**config.mk**
```make
export PLATFORM = sky130hd
export DESIGN_NAME = adc_control
export DESIGN_NICKNAME = d
export VERILOG_FILES = /design/src/rtl/adc_pkg.sv /design/src/rtl/conv_timer.sv /design/src/rtl/trigger_select.sv /design/src/rtl/adc_control.sv
export SDC_FILE = /design/constraint.sdc
export NUM_CORES = 1
export LEC_CHECK = 0
export ABC_CLOCK_PERIOD_IN_PS = 2900
export BUFFER_PORTS_ARGS = -buffer_cell sky130_fd_sc_hd__buf_2
export CORE_UTILIZATION = 49
export CTS_CLUSTER_SIZE = 12
export DETAILED_ROUTE_END_ITERATION = 16
export PLACE_DENSITY = 0.74
export SLEW_MARGIN = 40
export SYNTH_ARGS = -nofsm -noshare
export SYNTH_HDL_FRONTEND = slang
export SYNTH_SLANG_ARGS = --single-unit
```
**constraint.sdc**
```tcl
create_clock -name CLK_IN -period 2.9 [get_ports CLK_IN]
set_clock_uncertainty 0.1 [all_clocks]
set_input_delay 0.725 -clock CLK_IN [delete_from_list [all_inputs] [get_ports CLK_IN]]
set_output_delay 0.725 -clock CLK_IN [all_outputs]
set_load 0.02 [all_outputs]
```
**src/rtl/adc_pkg.sv**
```systemverilog
package adc_pkg;

    // Register map (byte addresses on the plain register port)
    localparam logic [7:0] OFS_CTRL = 8'h00;
    localparam logic [7:0] OFS_PULLDOWN = 8'h02;
    localparam logic [7:0] OFS_START = 8'h04;
    localparam logic [7:0] OFS_STATUS = 8'h06;

    localparam logic [7:0] CTRL_RESET = 8'h00;
    localparam logic [15:0] PULLDOWN_RESET = 16'h0000;
    localparam logic [3:0] CHSEL_RESET = 4'h0;

    // Start register layout: channel select in [3:0], start bit at 5
    localparam int START_BIT = 5;
    localparam int CHSEL_LSB = 0;
    // Status layout: current channel [3:0], scan mode 6, busy 7
    localparam int STAT_SCAN_BIT = 6;
    localparam int STAT_BUSY_BIT = 7;

    // Trigger select encodings
    localparam logic [1:0] TRIG_OFF = 2'h0;
    localparam logic [1:0] TRIG_TIMER = 2'h1;
    localparam logic [1:0] TRIG_BAD = 2'h2;
    localparam logic [1:0] TRIG_EXT = 2'h3;

    // Conversion times in states; one state is one CLK_IN cycle
    localparam int STATE_CYCLES = 1;
    localparam int TCONV_MAX_STATES_0 = 530;
    localparam int TCONV_MAX_STATES_1 = 266;
    localparam int TCONV_MAX_STATES_2 = 134;
    localparam int TCONV_MAX_STATES_3 = 68;
    localparam int TSCAN_STATES_0 = 512;
    localparam int TSCAN_STATES_1 = 256;
    localparam int TSCAN_STATES_2 = 128;
    localparam int TSCAN_STATES_3 = 64;
    localparam int CNT_W = 10;
    localparam logic [CNT_W-1:0] FIRST_CYC_0 =
        CNT_W'(TCONV_MAX_STATES_0 * STATE_CYCLES);
    localparam logic [CNT_W-1:0] FIRST_CYC_1 =
        CNT_W'(TCONV_MAX_STATES_1 * STATE_CYCLES);
    localparam logic [CNT_W-1:0] FIRST_CYC_2 =
        CNT_W'(TCONV_MAX_STATES_2 * STATE_CYCLES);
    localparam logic [CNT_W-1:0] FIRST_CYC_3 =
        CNT_W'(TCONV_MAX_STATES_3 * STATE_CYCLES);
    localparam logic [CNT_W-1:0] SCAN_CYC_0 =
        CNT_W'(TSCAN_STATES_0 * STATE_CYCLES);
    localparam logic [CNT_W-1:0] SCAN_CYC_1 =
        CNT_W'(TSCAN_STATES_1 * STATE_CYCLES);
    localparam logic [CNT_W-1:0] SCAN_CYC_2 =
        CNT_W'(TSCAN_STATES_2 * STATE_CYCLES);
    localparam logic [CNT_W-1:0] SCAN_CYC_3 =
        CNT_W'(TSCAN_STATES_3 * STATE_CYCLES);

    typedef struct packed {
        logic [1:0] trig_sel;
        logic scan_enable_bit;
        logic scan_size_bit;
        logic [1:0] conv_clock_select;
        logic [1:0] zero;
    } ctrl_t;

    typedef struct packed {
        logic done;
        logic group_done;
        logic [3:0] chan;
    } conv_event_t;

    typedef enum logic [1:0] {
        ST_IDLE = 2'b01,
        ST_CONV = 2'b10
    } seq_state_t;

endpackage

```
**src/rtl/conv_timer.sv**
```systemverilog
`timescale 1ns/1ps
module conv_timer
    import adc_pkg::*;
#(
    parameter int W = CNT_W
)
(
    input wire logic clk_in,
    input wire logic rstn_in,
    input wire logic load_in,
    input wire logic [W-1:0] count_in,
    input wire logic abort_in,
    output logic done_out,
    output logic busy_out
);
    logic [W-1:0] cnt_q;
    logic busy_q;
    logic last;

    assign last = busy_q && (cnt_q == W'(1));
    assign done_out = last && !abort_in;
    assign busy_out = busy_q;

    // A load in the cycle of done chains straight into the next channel
    always_ff @(posedge clk_in)
    begin
        if (!rstn_in)
        begin
            cnt_q <= '0;
            busy_q <= 1'b0;
        end
        else if (load_in)
        begin
            cnt_q <= count_in;
            busy_q <= 1'b1;
        end
        else if (abort_in || last)
        begin
            busy_q <= 1'b0;
        end
        else if (busy_q)
        begin
            cnt_q <= cnt_q - W'(1);
        end
    end
endmodule

```
**src/rtl/trigger_select.sv**
```systemverilog
`timescale 1ns/1ps
module trigger_select
    import adc_pkg::*;
(
    input wire logic clk_in,
    input wire logic rstn_in,
    input wire logic [1:0] trig_sel_in,
    input wire logic timer_trig_in,
    input wire logic ext_trig_n_in,
    output logic start_out
);
    logic ext_prev_q;
    logic ext_fall;

    // Reset to high, so a pin held low out of reset counts as a falling edge in the first cycle
    always_ff @(posedge clk_in)
    begin
        if (!rstn_in)
            ext_prev_q <= 1'b1;
        else
            ext_prev_q <= ext_trig_n_in;
    end

    assign ext_fall = ext_prev_q && !ext_trig_n_in;
    // The prohibited code 10 acts as disabled
    assign start_out = ((trig_sel_in == TRIG_TIMER) && timer_trig_in) ||
                       ((trig_sel_in == TRIG_EXT) && ext_fall);
endmodule

```
**src/rtl/adc_control.sv**
```systemverilog
// Operation
// - Trigger select 00 disables triggers, 01 takes the timer unit, 10 is prohibited, 11 takes the falling edge of the external pin.
// - With the scan-enable bit clear the converter runs in single mode regardless of the scan-size bit.
// - Scan-enable set with scan-size clear converts a group of up to four channels in a repeating loop.
// - Scan-enable and scan-size both set convert a group of up to eight channels in a repeating loop.
// - Clock select 00 gives at most 530 states per conversion and 01 at most 266 states.
// - Clock select 10 gives at most 134 states per conversion and 11 at most 68 states.
// - Bits 1 and 0 of the control register read as zero and ignore writes.
// - Each of the sixteen pull-down bits switches the pull-down of its own analog pin, 1 on and 0 off.
// - Writing 1 to the start bit starts and 0 stops; single mode clears it at the end, scan mode keeps it.
// - Channel select together with the mode picks the single channel or the scan group.
//
// Local design decisions: the address map and the address-and-strobe port.
`timescale 1ns/1ps
module adc_control
    import adc_pkg::*;
#(
    parameter int PINS = 16
)
(
    input wire logic CLK_IN,
    input wire logic RSTN_IN,
    input wire logic [7:0] ADDR_IN,
    input wire logic [15:0] WDATA_IN,
    input wire logic WR_IN,
    input wire logic RD_IN,
    output logic [15:0] RDATA_OUT,
    input wire logic TIMER_TRIG_IN,
    input wire logic EXT_TRIG_N_IN,
    output logic [PINS-1:0] PULLDOWN_OUT,
    output logic CONVERTING_OUT,
    output logic [3:0] CHANNEL_OUT,
    output logic CHAN_DONE_OUT,
    output logic GROUP_DONE_OUT,
    output logic [3:0] DONE_CHAN_OUT
);
    ctrl_t ctrl_q;
    ctrl_t ctrl_d;
    logic [PINS-1:0] pd_q;
    logic [3:0] chsel_q;
    logic start_q;
    logic start_d;
    seq_state_t state_q;
    seq_state_t state_d;
    logic [3:0] chan_q;
    logic [3:0] chan_d;
    conv_event_t evt_q;
    logic [15:0] rdata_q;

    logic wr_ctrl;
    logic wr_pd;
    logic wr_start;
    logic trig_start;
    logic sw_set;
    logic sw_clr;
    logic single_end;
    logic scan_on;
    logic scan8;
    logic [3:0] first_chan;
    logic [3:0] last_chan;
    logic at_last;
    logic enter;
    logic advance;
    logic abort;
    logic tmr_load;
    logic tmr_done;
    logic [CNT_W-1:0] tmr_count;
    logic [15:0] rd_mux;

    function automatic logic [CNT_W-1:0] conv_cycles(
        input logic [1:0] cks,
        input logic first
    );
        logic [CNT_W-1:0] c;
        c = '0;
        unique case (cks)
            2'h0: c = first ? FIRST_CYC_0 : SCAN_CYC_0;
            2'h1: c = first ? FIRST_CYC_1 : SCAN_CYC_1;
            2'h2: c = first ? FIRST_CYC_2 : SCAN_CYC_2;
            2'h3: c = first ? FIRST_CYC_3 : SCAN_CYC_3;
        endcase
        return c;
    endfunction

    // Register decode
    assign wr_ctrl = WR_IN && (ADDR_IN == OFS_CTRL);
    assign wr_pd = WR_IN && (ADDR_IN == OFS_PULLDOWN);
    assign wr_start = WR_IN && (ADDR_IN == OFS_START);
    assign sw_set = wr_start && WDATA_IN[START_BIT];
    assign sw_clr = wr_start && !WDATA_IN[START_BIT];

    assign ctrl_d = wr_ctrl ? ctrl_t'({WDATA_IN[7:2], 2'b00}) : ctrl_q;

    trigger_select u_trig (
        .clk_in(CLK_IN),
        .rstn_in(RSTN_IN),
        .trig_sel_in(ctrl_q.trig_sel),
        .timer_trig_in(TIMER_TRIG_IN),
        .ext_trig_n_in(EXT_TRIG_N_IN),
        .start_out(trig_start)
    );

    // Mode and group decode
    assign scan_on = ctrl_q.scan_enable_bit;
    assign scan8 = ctrl_q.scan_enable_bit && ctrl_q.scan_size_bit;
    assign first_chan = !scan_on ? chsel_q :
                        scan8 ? {chsel_q[3], 3'b000} :
                        {chsel_q[3:2], 2'b00};
    assign last_chan = chsel_q;
    assign at_last = (chan_q == last_chan);

    // Sequencer
    assign enter = (state_q == ST_IDLE) && start_q;
    assign abort = (state_q == ST_CONV) && !start_q;
    assign advance = tmr_done && scan_on && !abort;
    assign single_end = tmr_done && !scan_on;
    assign tmr_load = enter || advance;
    // Clock select is sampled at each load, relying on it being
    // stable while the start bit is set
    assign tmr_count = conv_cycles(ctrl_q.conv_clock_select, enter);

    always_comb
    begin
        state_d = state_q;
        chan_d = chan_q;
        unique case (state_q)
            ST_IDLE:
            begin
                if (start_q)
                begin
                    state_d = ST_CONV;
                    chan_d = first_chan;
                end
            end
            ST_CONV:
            begin
                if (abort || single_end)
                    state_d = ST_IDLE;
                else if (advance)
                    chan_d = at_last ? first_chan : chan_q + 4'h1;
            end
        endcase
    end

    // A set in the same cycle as a clear wins
    assign start_d = (sw_set || trig_start) ? 1'b1 :
                     (sw_clr || single_end) ? 1'b0 : start_q;

    conv_timer #(
        .W(CNT_W)
    ) u_timer (
        .clk_in(CLK_IN),
        .rstn_in(RSTN_IN),
        .load_in(tmr_load),
        .count_in(tmr_count),
        .abort_in(abort),
        .done_out(tmr_done),
        .busy_out()
    );

    // Read mux
    assign rd_mux =
        (ADDR_IN == OFS_CTRL) ? {8'h00, ctrl_q} :
        (ADDR_IN == OFS_PULLDOWN) ? 16'(pd_q) :
        (ADDR_IN == OFS_START) ? {10'h000, start_q, 1'b0, chsel_q} :
        (ADDR_IN == OFS_STATUS) ? {8'h00, state_q == ST_CONV, scan_on,
                                   2'b00, chan_q} :
        16'h0000;

    always_ff @(posedge CLK_IN)
    begin
        if (!RSTN_IN)
        begin
            ctrl_q <= ctrl_t'(CTRL_RESET);
            pd_q <= PINS'(PULLDOWN_RESET);
            chsel_q <= CHSEL_RESET;
            start_q <= 1'b0;
        end
        else
        begin
            ctrl_q <= ctrl_d;
            if (wr_pd)
                pd_q <= WDATA_IN[PINS-1:0];
            if (wr_start)
                chsel_q <= WDATA_IN[CHSEL_LSB +: 4];
            start_q <= start_d;
        end
    end

    always_ff @(posedge CLK_IN)
    begin
        if (!RSTN_IN)
        begin
            state_q <= ST_IDLE;
            chan_q <= 4'h0;
        end
        else
        begin
            state_q <= state_d;
            chan_q <= chan_d;
        end
    end

    always_ff @(posedge CLK_IN)
    begin
        if (!RSTN_IN)
        begin
            evt_q <= '0;
            rdata_q <= 16'h0000;
        end
        else
        begin
            evt_q.done <= tmr_done;
            evt_q.group_done <= tmr_done && (!scan_on || at_last);
            evt_q.chan <= tmr_done ? chan_q : evt_q.chan;
            rdata_q <= RD_IN ? rd_mux : 16'h0000;
        end
    end

    assign RDATA_OUT = rdata_q;
    assign PULLDOWN_OUT = pd_q;
    assign CONVERTING_OUT = (state_q == ST_CONV);
    assign CHANNEL_OUT = chan_q;
    assign CHAN_DONE_OUT = evt_q.done;
    assign GROUP_DONE_OUT = evt_q.group_done;
    assign DONE_CHAN_OUT = evt_q.chan;
endmodule

```
# Yosys cells after proc, flatten, opt, wreduce, memory -nomap -nowiden
# Index checks and enable logic that the tools add are counted.
# Widths: inputs -> output; s select.
# totals
regBits	67
inputBits	30
output_inout_bits	43
elab_cells	106
# op_classes
add_sub_neg	2
n_eq_ne	17
muxes	26
bitwise_logic	3
reduce_logical	40
# op_table
operator	n
$pmux 10 s4	1
$mux 10	3
$mux 8	3
$mux 4	5
$logic_and 1x1->1	17
$eq 8x3->1 const B	2
$mux 16	1
$mux 3	4
$eq 10x1->1 const B	1
$sub 10x1->10 const B	1
$eq 2x2->1 const B	4
$eq 8x2->1 const B	1
$logic_not 8->1	1
$pmux 4 s2	1
$logic_or 1x1->1	7
$eq 2x1->1 const B	3
$ne 2x2->1 const B	3
$reduce_and 2->1	3
$reduce_bool 2->1	3
$logic_not 1->1	5
$mux 5	1
$add 4x1->4 const B	1
$eq 4x4->1	1
$mux 1	4
8 further kinds	12

# Longest topological paths before layout
# logic_depth
depth_word	9
mapped_depth	7
ltp_nobuf	7

# Cells and area by module
# Synthesis repeated with hierarchy kept, for this count alone.
# unflattened
hier_cells	312
hier_area_um2	2959.1
# by_module_without_submodules
module	instances	cells_per_inst	area_each_um2	seq_area_each_um2
adc_control	1	235	2284.7	1101.1
conv_timer	1	72	628.1	220.2
trigger_select	1	5	46.3	20.0

# Least setup slack after synthesis
# No wires, ideal clock.
# synth_timing
path_type	in2reg
start	input port ADDR_IN[7]
end	register pd_q[10] (netlist: PULLDOWN_OUT[10])
setup_ns	0.128
arrival_time_ns	2.363
required_time_ns	2.672
path_slack_ns	0.309
cell_stages	7
n_path_buf	2
cell_sequence	nor4_1 -> and2_1 -> clkbuf_1 -> nand4_1 -> clkbuf_1 -> mux2i_1 -> nor2_1
# synth_via
elab_chain_len	2
# synth_rtl
item	line	rtl
start, declared	adc_control.sv:23	input wire logic [7:0] ADDR_IN,
$eq 8x2->1	adc_control.sv:87	assign wr_pd = WR_IN && (ADDR_IN == OFS_PULLDOWN);
$logic_and 1x1->1	adc_control.sv:87	
end signal, assigned	adc_control.sv:175	pd_q <= PINS'(PULLDOWN_RESET);
end signal, assigned	adc_control.sv:183	pd_q <= WDATA_IN[PINS-1:0];
end, declared	adc_control.sv:39	logic [PINS-1:0] pd_q;
# No other way between the ends.
# A chain may end at the register's enable or synchronous reset.

# Worst setup path in the final report
# layout_timing
start	register u_timer.cnt_q[0]
end	register u_timer.cnt_q[7]
# layout_via
elab_chain_len	8
word_cells_on_any_way	14
cone_classes	add/sub: 1; eq/ne: 2; mux: 3; reduce/logical: 8
# layout_rtl
item	line	rtl
start, declared	conv_timer.sv:16	logic [W-1:0] cnt_q;
start signal, assigned	conv_timer.sv:34	cnt_q <= count_in;
start signal, assigned	conv_timer.sv:43	cnt_q <= cnt_q - W'(1);
branches (longest 8 deep; another with $sub 10x1->10)	-	
# Parallel ways; which one is timed is not known. The select of a mux whose other input is x is not followed.

==> metrics.cfg <==
[status]
status=complete, no violations

[route]
wl_met1_um=3480
avgViaCountPerCell=5.67
routed-via-count=2771
routed.top_layer=met4
routed_wl_um=7530
dr.first_iter.drc_count=272
antenna_left=0
drc_errors=0
dr_wl_met3_um=458
wl_per_cell_um=15.4
dr_wl_met2_um=3450
dr.pass1.iters=4

[finish]
nets=442
drive_gt1_frac=0.261
fillers=538
final_util=0.621
finalInstanceArea_sq_um=3700
area_delta_synth_final_pct=21.2
diodes=0

[synthesis]
synth_nets=368
synthTopCellsByArea=dfxtp_1 (44%), mux2i_1 (10%), nor2_1 (5.7%)
synthesis.area_sq_um=3050
synth-edff-count=0
seq_area_frac_synth=0.440
ys_top_cells_by_count=dfxtp_1 (67), nor2_1 (46), mux2i_1 (32)
avgSynthCellArea_sq_um=9.11
synth_top_area_share=0.440
post-synth-top-count-cell=dfxtp_1
yosysWarnings=0
ys_ff_latch=67
ys_types=54
async_reset_ff_frac=0
syn_inst=335
ys.flop_type=dfxtp_1
synth.largest_area_cell=dfxtp_1

[sta]
period_share=0.891
hold_violations=0
worst-slew-pin-transition_ns=0.712
slew_viol_final=0
slew_headroom=0.519
rsz0062_at_grt=false
period_needed_ns=2.58
timing.fmax_mhz=387
timing.hold.ws_ns=0.382
setup_tns_ns=0
finalSetupViolCount=0

[power_and_ir_drop]
leakage_uw=0.00175
total_power_uw=1850
powerDensity_nw_per_um2=501
ir_worst_vdd_uv=377

[floorplan]
start_util=0.512
die_h_um=80.9
fp.dieW_um=80.9
dieArea_sq_um=6550
rows=28
ios=73
core_sq_um=5960

[global_route]
grt_first_pass_wirelength_um=12200
grt_max_degree=20
overflow=0
grt_util_all_layers=0.246
grt_pass1_vias=2534
grt_antenna_before_repair=0

[place]
dpl_cell_area_sq_um=3500
dpl.hpwl_um=5380
portBuffers=72
gp_congestion=0.866

[cts]
cts_setup_buffers=0
cts_root_buf=clkbuf_8
cts.hold.buffers_added=0
cts-buffers-inserted=9
cts_resized=0
cts_buffer_depth=2
numClockSinks=67
cts_tree=done
worstSkewPairLatency_ns=0.36
htreeDepth=3
clk_pin_slew_worst_paths_ns=0.08

[min_path]
hold_path_class=reg -> reg

[critical_path]
cp_data_required_time_ns=3.05
worstSetupPathType=reg -> reg
cp_max_fo=6
startpoint_type=register
endpoint_kind=register
arrival_ns=2.73

[run]
drv_cap=0

-- cell families (layout without fill, tap and decap cells) --
| family | after synthesis | in the layout | synth area share |
|---|---|---|---|
| AOI/OAI and AO/OA | 63 | 63 | 0.150 |
| xor gates and xnor gates | 6 | 6 | 0.0172 |
| adders and majority gates | 3 | 3 | 0.0123 |
| buffers and inverters | 27 | 106 | 0.0332 |
| DFF | 67 | 67 | 0.440 |
| muxes | 36 | 36 | 0.120 |
| and+or+nand+nor | 133 | 133 | 0.228 |
-- metrics by stage --
stage | setup slack (ns) | std cells
final | 0.317 | 489
after global routing | 0.207 | 489
after CTS | 0.336 | 489
after detailed placement | 0.279 | 473
after global placement | 0.278 | 473
after floorplan | 0.309 | 335
-- worst max-delay path, stage by stage, from the launching register on --
cell	delay [ns]
dfxtp_1	0.42
ha_1	0.19
or4b_1	0.52
or4_4	0.53
o221ai_2	0.36
a21oi_1	0.07
o31a_1	0.28
-- layer usage --
metal / vias to the layer above / track usage
met5: - / 0
met4: 0 / 0.0875
met3: 11 / 0.0753
met2: 90 / 0.368
met1: 1313 / 0.332
li1: 1357 / -
-- final cells by class --
class                      instances  area, sq um  share of cell area
clock inverter                     7         77.6              0.0210
tap                               75         93.8              0.0254
clock buffer                       9          124              0.0335
multi-input combinational        241         1610               0.435
sequential                        67         1340               0.363
timing repair buffer              79          413               0.112
inverter                          11         41.3              0.0112
-- final timing paths --
path                    start               end  slack (ns)  depth (start not counted)
max          u_timer.cnt_q[0]  u_timer.cnt_q[7]        0.32                          6
min          PULLDOWN_OUT[11]     RDATA_OUT[11]        0.38                          1
min reg2reg  PULLDOWN_OUT[11]     RDATA_OUT[11]        0.38                          1
max reg2reg  u_timer.cnt_q[0]  u_timer.cnt_q[7]        0.32                          6
-- power by group --
group	internal [uW]	leakage (uW)	total, uW	switching [uW]
sequential	927	0.000540	941	13.4
combinational	46.5	0.00111	110	63.2
clock	402	0.0000998	802	399
total	1380	0.00175	1850	476
-- registers in the layout, indices dropped and copies added (netlist names) --
signal             cells
u_timer.cnt_q         10
DONE_CHAN_OUT          4
PULLDOWN_OUT          16
ctrl_q                 5
chsel_q                4
CHAN_DONE_OUT          1
GROUP_DONE_OUT         1
start_q                1
u_trig.ext_prev_q      1
state_q                2
CHANNEL_OUT            4
scan_on                1
RDATA_OUT             16
u_timer.busy_out       1
-- placed cells by master, fill, tap and decap left out, types with 3 or more instances in the layout --
cell      count
buf_4         7
mux2_2        4
dfxtp_1      67
and3_1        3
nor2_1       46
nand3_1       6
ha_1          3
nand4_1       4
or4_1         4
nor3_1        7
clkbuf_8      9
nor4_1        5
a211oi_1      5
a22oi_1       4
a21oi_1      11
o221a_2       3
and2_1       12
o21ai_0       9
inv_1        11
buf_2        72
nand2_1      18
clkinv_4      3
a31oi_1       6
o21a_1        4
nor3b_1       4
nand2b_1      3
mux2i_1      32
nor2b_1      10
xnor2_1       5
Note: power is estimated with default switching activity, not from simulation.
